<file path="src/rtl/lcgc_defs.svh">
// Constants of the logic cell array and its global control.
// Operation
// RULE_01: Eight cells per block, one table, one flop.
// RULE_02: Table is any four-input function, 16x1.
// RULE_03: D flop with optional enable and set/reset.
// RULE_04: One enable shared by block cells.
// RULE_05: One shared set/reset, asynchronous or synchronous.
// RULE_06: Block clock from global net or fabric.
// RULE_07: Fast carry in and out per cell.
// RULE_08: Cell output is table or flop.
// RULE_09: Unused set/reset never moves the flop.
// RULE_10: Six global pins, otherwise general I/O.
// RULE_11: Any global net may clock any block.
// RULE_12: Up to four global nets feed tables.
// RULE_13: Even nets set/reset, odd nets enable.
// RULE_14: Nets 7,6,3..0 driven from matching pins.
// RULE_15: Net 4 slow oscillator, net 5 fast.
// RULE_16: Float control holds pins off during configuration.
// RULE_17: Global reset holds all flops during configuration.
// RULE_18: Wake-up state is always the reset value.
// RULE_19: Capture starts on first enabled edge after.
`ifndef LCGC_DEFS_SVH
`define LCGC_DEFS_SVH
`define LCGC_CELLS 8
`define LCGC_NETS 8
`define LCGC_PINS 6
`define LCGC_TAPS 4
`define LCGC_LUT_W 16
`define LCGC_NET_SLOW 4
`define LCGC_NET_FAST 5
`define LCGC_PIN_NET_MAP 18'h3e688
`define LCGC_SLOW_HALF 16'h0200
`define LCGC_FAST_HALF 16'h0002
`define LCGC_FF_RST 1'b0
`endif

</file>
<file path="src/rtl/lcgc_pkg.sv">
// Types carried between the global control and the logic block.
`include "lcgc_defs.svh"
package lcgc_pkg;
    typedef logic [`LCGC_CELLS-1:0][`LCGC_TAPS-1:0] lcgc_cell_in_t;
    typedef struct packed {
        logic [`LCGC_CELLS-1:0][`LCGC_LUT_W-1:0] lut;
        logic [`LCGC_CELLS-1:0] out_reg;
        logic [`LCGC_CELLS-1:0] set_type;
        logic [`LCGC_CELLS-1:0] cin_i3;
        logic clk_fab;
        logic [2:0] clk_sel;
        logic ce_used;
        logic ce_glb;
        logic [1:0] ce_sel;
        logic sr_used;
        logic sr_glb;
        logic [1:0] sr_sel;
        logic sr_async;
        logic [`LCGC_TAPS-1:0] tap_use;
        logic [`LCGC_TAPS-1:0][2:0] tap_sel;
    } lcgc_blk_cfg_t;
endpackage : lcgc_pkg

</file>
<file path="src/rtl/lcgc_global_ctrl.sv">
// Global nets, oscillators, I/O cells and configuration control around one logic block.
`timescale 1ns/10ps
`default_nettype none
`include "lcgc_defs.svh"
module lcgc_global_ctrl #(
    parameter logic [15:0] SLOW_HALF = `LCGC_SLOW_HALF,
    parameter logic [15:0] FAST_HALF = `LCGC_FAST_HALF
) (
    input wire logic clk_i,
    input wire logic rst_n_i,
    input wire logic config_active_i,
    input wire logic [`LCGC_NETS-1:0] net_en_i,
    input wire logic [`LCGC_PINS-1:0] pin_in_i,
    input wire logic [`LCGC_PINS-1:0] gpio_out_i,
    input wire logic [`LCGC_PINS-1:0] gpio_oe_n_i,
    input wire logic fab_clk_i,
    input wire logic fab_ce_i,
    input wire logic fab_sr_i,
    input wire lcgc_pkg::lcgc_cell_in_t fab_in_i,
    input wire logic carry_i,
    input wire lcgc_pkg::lcgc_blk_cfg_t cfg_i,
    output logic [`LCGC_NETS-1:0] gnet_o,
    output logic float_o,
    output logic glb_rst_o,
    output logic [`LCGC_PINS-1:0] io_out_o,
    output logic [`LCGC_PINS-1:0] io_oe_n_o,
    output logic [`LCGC_PINS-1:0] gpio_in_o,
    output logic [`LCGC_CELLS-1:0] cell_out_o,
    output logic [`LCGC_CELLS-1:0] ff_o,
    output logic carry_out_o
);
    localparam logic [15:0] HALF [2] = '{SLOW_HALF, FAST_HALF};

    // Maps a dedicated pin to the global net it can drive.
    function automatic logic [2:0] pin_net(input int p);
        logic [17:0] map;
        map = `LCGC_PIN_NET_MAP;
        return map[3*p +: 3];
    endfunction : pin_net

    logic [1:0] osc_lvl_r;
    logic [1:0] osc_tick;
    logic [`LCGC_NETS-1:0] net_src;
    logic [`LCGC_NETS-1:0] gnet_r;
    logic [`LCGC_PINS-1:0] pin_glb;
    logic float_r;
    logic glb_rst_r;
    logic [`LCGC_PINS-1:0] io_out_r;
    logic [`LCGC_PINS-1:0] io_oe_n_r;
    logic [`LCGC_PINS-1:0] gpio_in_r;
    logic [`LCGC_CELLS-1:0] cell_out_r;
    logic carry_out_r;
    logic [`LCGC_CELLS-1:0] blk_cell;
    logic [`LCGC_CELLS-1:0] blk_ff;
    logic blk_carry;

    // Both oscillators are modelled as dividers of the one system clock.
    // A half period below one cycle is not reachable at this clock rate.
    for (genvar o = 0; o < 2; o++) begin : g_osc
        logic [15:0] cnt_r;
        assign osc_tick[o] = (cnt_r == HALF[o] - 16'h0001);
        always_ff @(posedge clk_i or negedge rst_n_i) begin
            if (!rst_n_i) begin
                cnt_r <= 16'h0000;
            end else if (osc_tick[o]) begin
                cnt_r <= 16'h0000;
            end else begin
                cnt_r <= cnt_r + 16'h0001;
            end
        end
        always_ff @(posedge clk_i or negedge rst_n_i) begin
            if (!rst_n_i) begin
                osc_lvl_r[o] <= 1'b0;
            end else if (osc_tick[o]) begin
                osc_lvl_r[o] <= ~osc_lvl_r[o];
            end
        end
    end

    assign net_src[`LCGC_NET_SLOW] = osc_lvl_r[0]; // RULE_15
    assign net_src[`LCGC_NET_FAST] = osc_lvl_r[1]; // RULE_15

    for (genvar p = 0; p < `LCGC_PINS; p++) begin : g_pin
        assign net_src[pin_net(p)] = pin_in_i[p]; // RULE_14
        assign pin_glb[p] = net_en_i[pin_net(p)]; // RULE_10
    end

    // A disabled net idles low so that no block sees a spurious clock edge.
    always_ff @(posedge clk_i or negedge rst_n_i) begin
        if (!rst_n_i) begin
            gnet_r <= 8'h00;
        end else begin
            gnet_r <= net_en_i & net_src; // RULE_10 RULE_14 RULE_15
        end
    end

    // Power-up is treated as configuration in progress.
    always_ff @(posedge clk_i or negedge rst_n_i) begin
        if (!rst_n_i) begin
            float_r <= 1'b1;
        end else begin
            float_r <= config_active_i; // RULE_16
        end
    end

    always_ff @(posedge clk_i or negedge rst_n_i) begin
        if (!rst_n_i) begin
            glb_rst_r <= 1'b1;
        end else begin
            glb_rst_r <= config_active_i; // RULE_17
        end
    end

    // A pin that feeds a global net is an input only.
    always_ff @(posedge clk_i or negedge rst_n_i) begin
        if (!rst_n_i) begin
            io_oe_n_r <= 6'h3f;
        end else if (config_active_i) begin
            io_oe_n_r <= 6'h3f; // RULE_16
        end else begin
            io_oe_n_r <= gpio_oe_n_i | pin_glb; // RULE_10
        end
    end

    always_ff @(posedge clk_i or negedge rst_n_i) begin
        if (!rst_n_i) begin
            io_out_r <= 6'h00;
        end else if (config_active_i) begin
            io_out_r <= 6'h00; // RULE_17
        end else begin
            io_out_r <= gpio_out_i; // RULE_10
        end
    end

    always_ff @(posedge clk_i or negedge rst_n_i) begin
        if (!rst_n_i) begin
            gpio_in_r <= 6'h00;
        end else if (config_active_i) begin
            gpio_in_r <= 6'h00; // RULE_17
        end else begin
            gpio_in_r <= pin_in_i; // RULE_10
        end
    end

    lcgc_logic_block u_blk (
        .clk_i(clk_i),
        .rst_n_i(rst_n_i),
        .glb_rst_i(glb_rst_r),
        .gnet_i(gnet_r),
        .fab_clk_i(fab_clk_i),
        .fab_ce_i(fab_ce_i),
        .fab_sr_i(fab_sr_i),
        .fab_in_i(fab_in_i),
        .carry_i(carry_i),
        .cfg_i(cfg_i),
        .cell_o(blk_cell),
        .ff_o(blk_ff),
        .carry_o(blk_carry)
    );

    // Registering the cell outputs costs one cycle of latency but keeps
    // every port of the tile free of combinational paths.
    always_ff @(posedge clk_i or negedge rst_n_i) begin
        if (!rst_n_i) begin
            cell_out_r <= 8'h00;
        end else begin
            cell_out_r <= blk_cell; // RULE_08
        end
    end

    always_ff @(posedge clk_i or negedge rst_n_i) begin
        if (!rst_n_i) begin
            carry_out_r <= 1'b0;
        end else begin
            carry_out_r <= blk_carry; // RULE_07
        end
    end

    assign gnet_o = gnet_r;
    assign float_o = float_r;
    assign glb_rst_o = glb_rst_r;
    assign io_out_o = io_out_r;
    assign io_oe_n_o = io_oe_n_r;
    assign gpio_in_o = gpio_in_r;
    assign cell_out_o = cell_out_r;
    assign ff_o = blk_ff;
    assign carry_out_o = carry_out_r;
endmodule : lcgc_global_ctrl
`default_nettype wire

</file>
<file path="src/rtl/lcgc_logic_block.sv">
// Logic block of eight cells sharing clock, enable and set/reset.
`timescale 1ns/10ps
`default_nettype none
`include "lcgc_defs.svh"
module lcgc_logic_block (
    input wire logic clk_i,
    input wire logic rst_n_i,
    input wire logic glb_rst_i,
    input wire logic [`LCGC_NETS-1:0] gnet_i,
    input wire logic fab_clk_i,
    input wire logic fab_ce_i,
    input wire logic fab_sr_i,
    input wire lcgc_pkg::lcgc_cell_in_t fab_in_i,
    input wire logic carry_i,
    input wire lcgc_pkg::lcgc_blk_cfg_t cfg_i,
    output logic [`LCGC_CELLS-1:0] cell_o,
    output logic [`LCGC_CELLS-1:0] ff_o,
    output logic carry_o
);
    logic clk_src;
    logic clk_src_d_r;
    logic tick;
    logic ce;
    logic sr;
    logic sr_hit;
    logic cap;
    logic [`LCGC_CELLS:0] cy;
    logic [`LCGC_TAPS-1:0] tap;
    logic [`LCGC_CELLS-1:0] lut_q;
    logic [`LCGC_CELLS-1:0] ff_r;

    // The block clock is a sampled level; its rising edge is the capture tick.
    assign clk_src = cfg_i.clk_fab ? fab_clk_i : gnet_i[cfg_i.clk_sel]; // RULE_06 RULE_11
    always_ff @(posedge clk_i or negedge rst_n_i) begin
        if (!rst_n_i) begin
            clk_src_d_r <= 1'b0;
        end else begin
            clk_src_d_r <= clk_src;
        end
    end
    assign tick = clk_src & ~clk_src_d_r;
    assign ce = !cfg_i.ce_used | (cfg_i.ce_glb ? gnet_i[{cfg_i.ce_sel, 1'b1}] : fab_ce_i); // RULE_04 RULE_13
    assign sr = cfg_i.sr_used & (cfg_i.sr_glb ? gnet_i[{cfg_i.sr_sel, 1'b0}] : fab_sr_i); // RULE_05 RULE_09 RULE_13
    // Asynchronous mode acts without waiting for the block clock edge.
    assign sr_hit = sr & (cfg_i.sr_async | tick); // RULE_05
    assign cap = tick & ce; // RULE_04
    assign cy[0] = carry_i; // RULE_07
    assign carry_o = cy[`LCGC_CELLS]; // RULE_07
    assign ff_o = ff_r;

    for (genvar j = 0; j < `LCGC_TAPS; j++) begin : g_tap
        assign tap[j] = gnet_i[cfg_i.tap_sel[j]]; // RULE_12
    end

    for (genvar g = 0; g < `LCGC_CELLS; g++) begin : g_cell // RULE_01
        logic [`LCGC_TAPS-1:0] a;
        logic [3:0] adr;
        for (genvar j = 0; j < `LCGC_TAPS; j++) begin : g_in
            assign a[j] = cfg_i.tap_use[j] ? tap[j] : fab_in_i[g][j]; // RULE_12
        end
        assign adr = {cfg_i.cin_i3[g] ? cy[g] : a[3], a[2:0]};
        assign lut_q[g] = cfg_i.lut[g][adr]; // RULE_02
        assign cy[g+1] = (a[1] & a[2]) | (a[1] & cy[g]) | (a[2] & cy[g]); // RULE_07
        assign cell_o[g] = cfg_i.out_reg[g] ? ff_r[g] : lut_q[g]; // RULE_08
        always_ff @(posedge clk_i or negedge rst_n_i) begin
            if (!rst_n_i) begin
                ff_r[g] <= `LCGC_FF_RST;
            end else if (glb_rst_i) begin
                ff_r[g] <= `LCGC_FF_RST; // RULE_17 RULE_18
            end else if (sr_hit) begin
                ff_r[g] <= cfg_i.set_type[g]; // RULE_05
            end else if (cap) begin
                ff_r[g] <= lut_q[g]; // RULE_03 RULE_19
            end
        end
    end
endmodule : lcgc_logic_block
`default_nettype wire

</file>
<file path="config.mk">
export PLATFORM = sky130hd
export DESIGN_NAME = lcgc_global_ctrl
export DESIGN_NICKNAME = d
export VERILOG_FILES = /design/src/rtl/lcgc_pkg.sv /design/src/rtl/lcgc_global_ctrl.sv /design/src/rtl/lcgc_logic_block.sv
export VERILOG_INCLUDE_DIRS = /design/src /design/src/rtl
export SDC_FILE = /design/constraint.sdc
export NUM_CORES = 1
export LEC_CHECK = 0
export BUFFER_PORTS_ARGS = -buffer_cell sky130_fd_sc_hd__buf_4
export CAP_MARGIN = 30
export CORE_MARGIN = 3
export CORE_UTILIZATION = 47
export CTS_BUF_LIST = sky130_fd_sc_hd__clkbuf_8
export DETAILED_ROUTE_END_ITERATION = 6
export PLACE_DENSITY = 0.88
export SLEW_MARGIN = 20
export SYNTH_ARGS = -nofsm -noshare
export SYNTH_HDL_FRONTEND = slang
export SYNTH_HIERARCHICAL = 1
export SYNTH_SLANG_ARGS = --single-unit
</file>
<file path="constraint.sdc">
create_clock -name clk_i -period 3.9 [get_ports clk_i]
set_input_delay 0.78 -clock clk_i [delete_from_list [all_inputs] [get_ports clk_i]]
set_output_delay 0.78 -clock clk_i [all_outputs]
set_load 0.01 [all_outputs]
</file>
==> reports/qor.csv <==
stage;metric;value;unit
cts;TritonCTS clock tree;done;
sta;fin crit share;89.5;%
pwr;LEAKAGE;3.99;nW
finish;NumNets Final;1072;
synth;Synth Flop Type;dfrtp_1;
synth;Post-synth EDFFs;0;
grt;largest net degree at the start of global routing;80;
routing;routed length per instance;20.3;µm
synth;Synth top area share;33.2;%
run_status;status;finished clean;
placed_design;DP Cell Count;950;
routing;ANT nets after route;0;
sta;final hold viol count;0;
critical_path;Worst Setup End Kind;register;
finish;Synth-to-Final Area Change;47.4;%
cts;H-tree depth;3;
floorplanning;I/O pins;291;
finish;antenna cells;0;
sta;maximum clock rate;286;MHz
placed_design;HPWL after DPL;16100;µm
worst_hold_path;Hold Path Class;input pin to async pin;
routing;First-pass DRT Iterations;7;
finish;Filler cells;800;
floorplanning;DIE WIDTH;113;µm
sta;final setup vio count;0;
grt;GRT overflow;0;
critical_path;reg2reg start;gnet_o[7];
cts;cts repair resizes;0;
floorplanning;die area;12900;µm²
critical_path;Crit Path Category;input pin to register;
routing;detailed-route via count;5581;
critical_path;crit path launch type;input pin;
synth;Post-Syn Instances;523;
finish;ratio of cells with drive above 1 in the final layout;44.8;%
sta;Hold Slack;0.366;ns
pwr;Worst VDD drop;295;µV
synth;Synth async-reset ratio;100;%
critical_path;Cell Chain, Critical Path;buf_4, mux4_2, nand2b_1, and2_1, a21oi_1, o22ai_1, o41a_1, mux2i_1, mux2_2, o21ai_1;
critical_path;Slowest cell on crit path;mux4_2;
synth;area leader, netlist;dfrtp_1;
flow_run;Max Cap Viol;0;
sta;Setup TNS Final;0;ns
cts;Clock transition at path regs;0.08;ns
routing;drt first-iter violations;423;
cts;Sink Count;79;
pwr;combinational power share;33.5;%
grt;antenna violations before repair;0;
routing;WL final;19700;µm
finish;Layout Cells excl Fill;968;
pwr;power per cell area;273;nW/µm²
synth;Mean Syn Cell Area;10.4;µm²
synth;Distinct cells, synth;65;
placed_design;routability cong.;0.969;
grt;vias in the first global route;5687;
synth;synth top area cells;dfrtp_1 (33%), mux2i_1 (14%), mux4_2 (8.3%), dfstp_2 (3.4%), nor2b_1 (3.1%);
floorplanning;Die H;113;µm
critical_path;crit path DAT;3.77;ns
finish;Register Area;1990;µm²
sta;Slew @ Worst Pin;0.993;ns
grt;first-pass GRT wire length;29200;µm
critical_path;WP data required;4.18;ns
routing;DRC Markers;0;
pwr;clock share of power;25.8;%
placed_design;port buffer count;290;
sta;min cycle time layout;3.49;ns
pwr;Psw;670;µW
critical_path;CP max FO;9;
synth;Net Count, Synth;772;
pwr;sequential power share;40.7;%
pwr;Int Pwr;1.51;mW
routing;vias per inst;5.77;
finish;most frequent cells in the layout;buf_4 (301), mux2i_1 (77), dfrtp_1 (72), nand2_1 (33), a21oi_1 (31);
cts;TritonCTS Buffers;9;
critical_path;Top delay family on crit path;compound AO/OA/AOI/OAI gates;
cts;Max clock buf depth;2;
floorplanning;Core Area;11000;µm²
critical_path;CP Launch Point;cfg_i[3];
synth;YS warnings;6;
grt;GRT Total Usage;29.0;%
sta;fin. max-slew vios;0;
finish;area of the multi-input gates;3310;µm²
cts;Root Driver;clkbuf_8;
sta;RSZ-0062 raised after global routing;false;
cts;Hold Buf Count CTS;0;
sta;Fin Clk Skew;0.00988;ns
synth;Synth Cell Area;5420;µm²
synth;post-synthesis register bit count;79;
cts;setup bufs post-CTS;0;
floorplanning;row cnt;38;
sta;Slew HR;33.6;%
critical_path;CP bufs+invs;1;
finish;commonest non-fill, non-tap cell in the layout;buf_4;
synth;Seq/Total Area, Yosys;36.6;%
floorplanning;Initial Util;49.1;%
cts;Clock Latency Late Sink;0.35;ns
critical_path;slowest stage delay, CP;0.51;ns
pwr;Sw Ratio;30.7;%
-- cell usage after synthesis (7+ instances only) --
cell	number
mux2i_1	77
or3_1	10
xor2_1	10
o21ai_1	8
a21oi_1	31
o21ai_0	15
dfstp_2	7
clkbuf_1	7
nor2b_1	27
a211oi_1	15
inv_1	10
and2_1	12
mux4_2	20
nand2_1	33
xnor2_1	17
nor2_1	27
mux2_2	8
nand4_1	13
nand3_1	10
dfrtp_1	72
-- routing by layer --
| layer | track usage [%] | vias up | wire [µm] |
|---|---|---|---|
| li1 | - | 2581 | - |
| met1 | 34.7 | 2670 | 7460 |
| met2 | 51.1 | 274 | 10000 |
| met3 | 6.53 | 56 | 1520 |
| met4 | 11.1 | 0 | 650 |
| met5 | 0 | - | 0 |
-- worst paths after layout --
kind | end | slack (ns) | cells after the start
min | cell_out_o[6] | 0.37 | 1
max in group asynchronous | glb_rst_o | 2.89 | 2
min in group clk_i | net_src[4] | 0.47 | 1
max reg2reg | u_blk/ff_o[7] | 0.45 | 9
min reg2reg | net_src[4] | 0.47 | 1
max | u_blk/ff_o[7] | 0.41 | 10
-- worst register-to-register path, cell delays in order, from the launching register on --
cell and delay [ns]:
dfrtp_1 0.48, mux4_2 0.52, nand2b_1 0.33, and2_1 0.31, a21oi_1 0.51, o22ai_1 0.22, o41a_1 0.42, mux2i_1 0.16
mux2_2 0.29, o21ai_1 0.14
-- through the flow --
stage                     worst slack [ns]  cell area (µm²)  power, mW  util (%)
final                                0.408             7990       2.18      72.4
after global routing                 0.258             7990       2.27      72.4
after CTS                            0.445             7960       2.18      72.2
after detailed placement            0.0772             7780       1.63      70.5
after global placement               0.232             7780       1.61      70.5
after floorplan                      0.505             5420       1.24         -
-- logic make-up after synthesis --
group                      after synthesis  share of synthesized area (%)
DFF                                     79                           36.6
adders and majority gates                6                           1.29
AOI/OAI and AO/OA                      117                           14.9
buffers and inverters                   27                           2.26
muxes                                  105                           24.2
xor gates and xnor gates                27                           4.36
and+or+nand+nor                        162                           16.4
-- cell type report --
| type | instances | share of cell area [%] |
|---|---|---|
| well taps | 140 | 2.19 |
| multi-input cells | 417 | 41.5 |
| flip-flops and latches | 79 | 24.9 |
| inverters | 14 | 0.658 |
| clock buffers | 10 | 1.72 |
| repair buffers | 302 | 28.5 |
| clock inverters | 6 | 0.579 |
-- flip-flops by register name, summed over array words and instances, names as in the netlist --
| name | cells |
|---|---|
| cell_out_o | 8 |
| gpio_in_o | 6 |
| g_osc.cnt_r | 32 |
| net_src | 2 |
| io_out_o | 6 |
| io_oe_n_o | 6 |
| carry_out_o | 1 |
| gnet_o | 8 |
| glb_rst_o | 1 |
| u_blk/clk_src_d_r | 1 |
| u_blk/ff_o | 8 |
-- power groups by stage --
stage / clock network [mW] / registers [mW] / logic [mW]
after CTS: 0.570 / 0.889 / 0.725
after global routing: 0.596 / 0.893 / 0.785
after global placement: 0 / 0.902 / 0.704
after floorplan: 0 / 0.916 / 0.324
final: 0.564 / 0.888 / 0.731
after detailed placement: 0 / 0.903 / 0.723
Power figures use the tool's default switching activity.
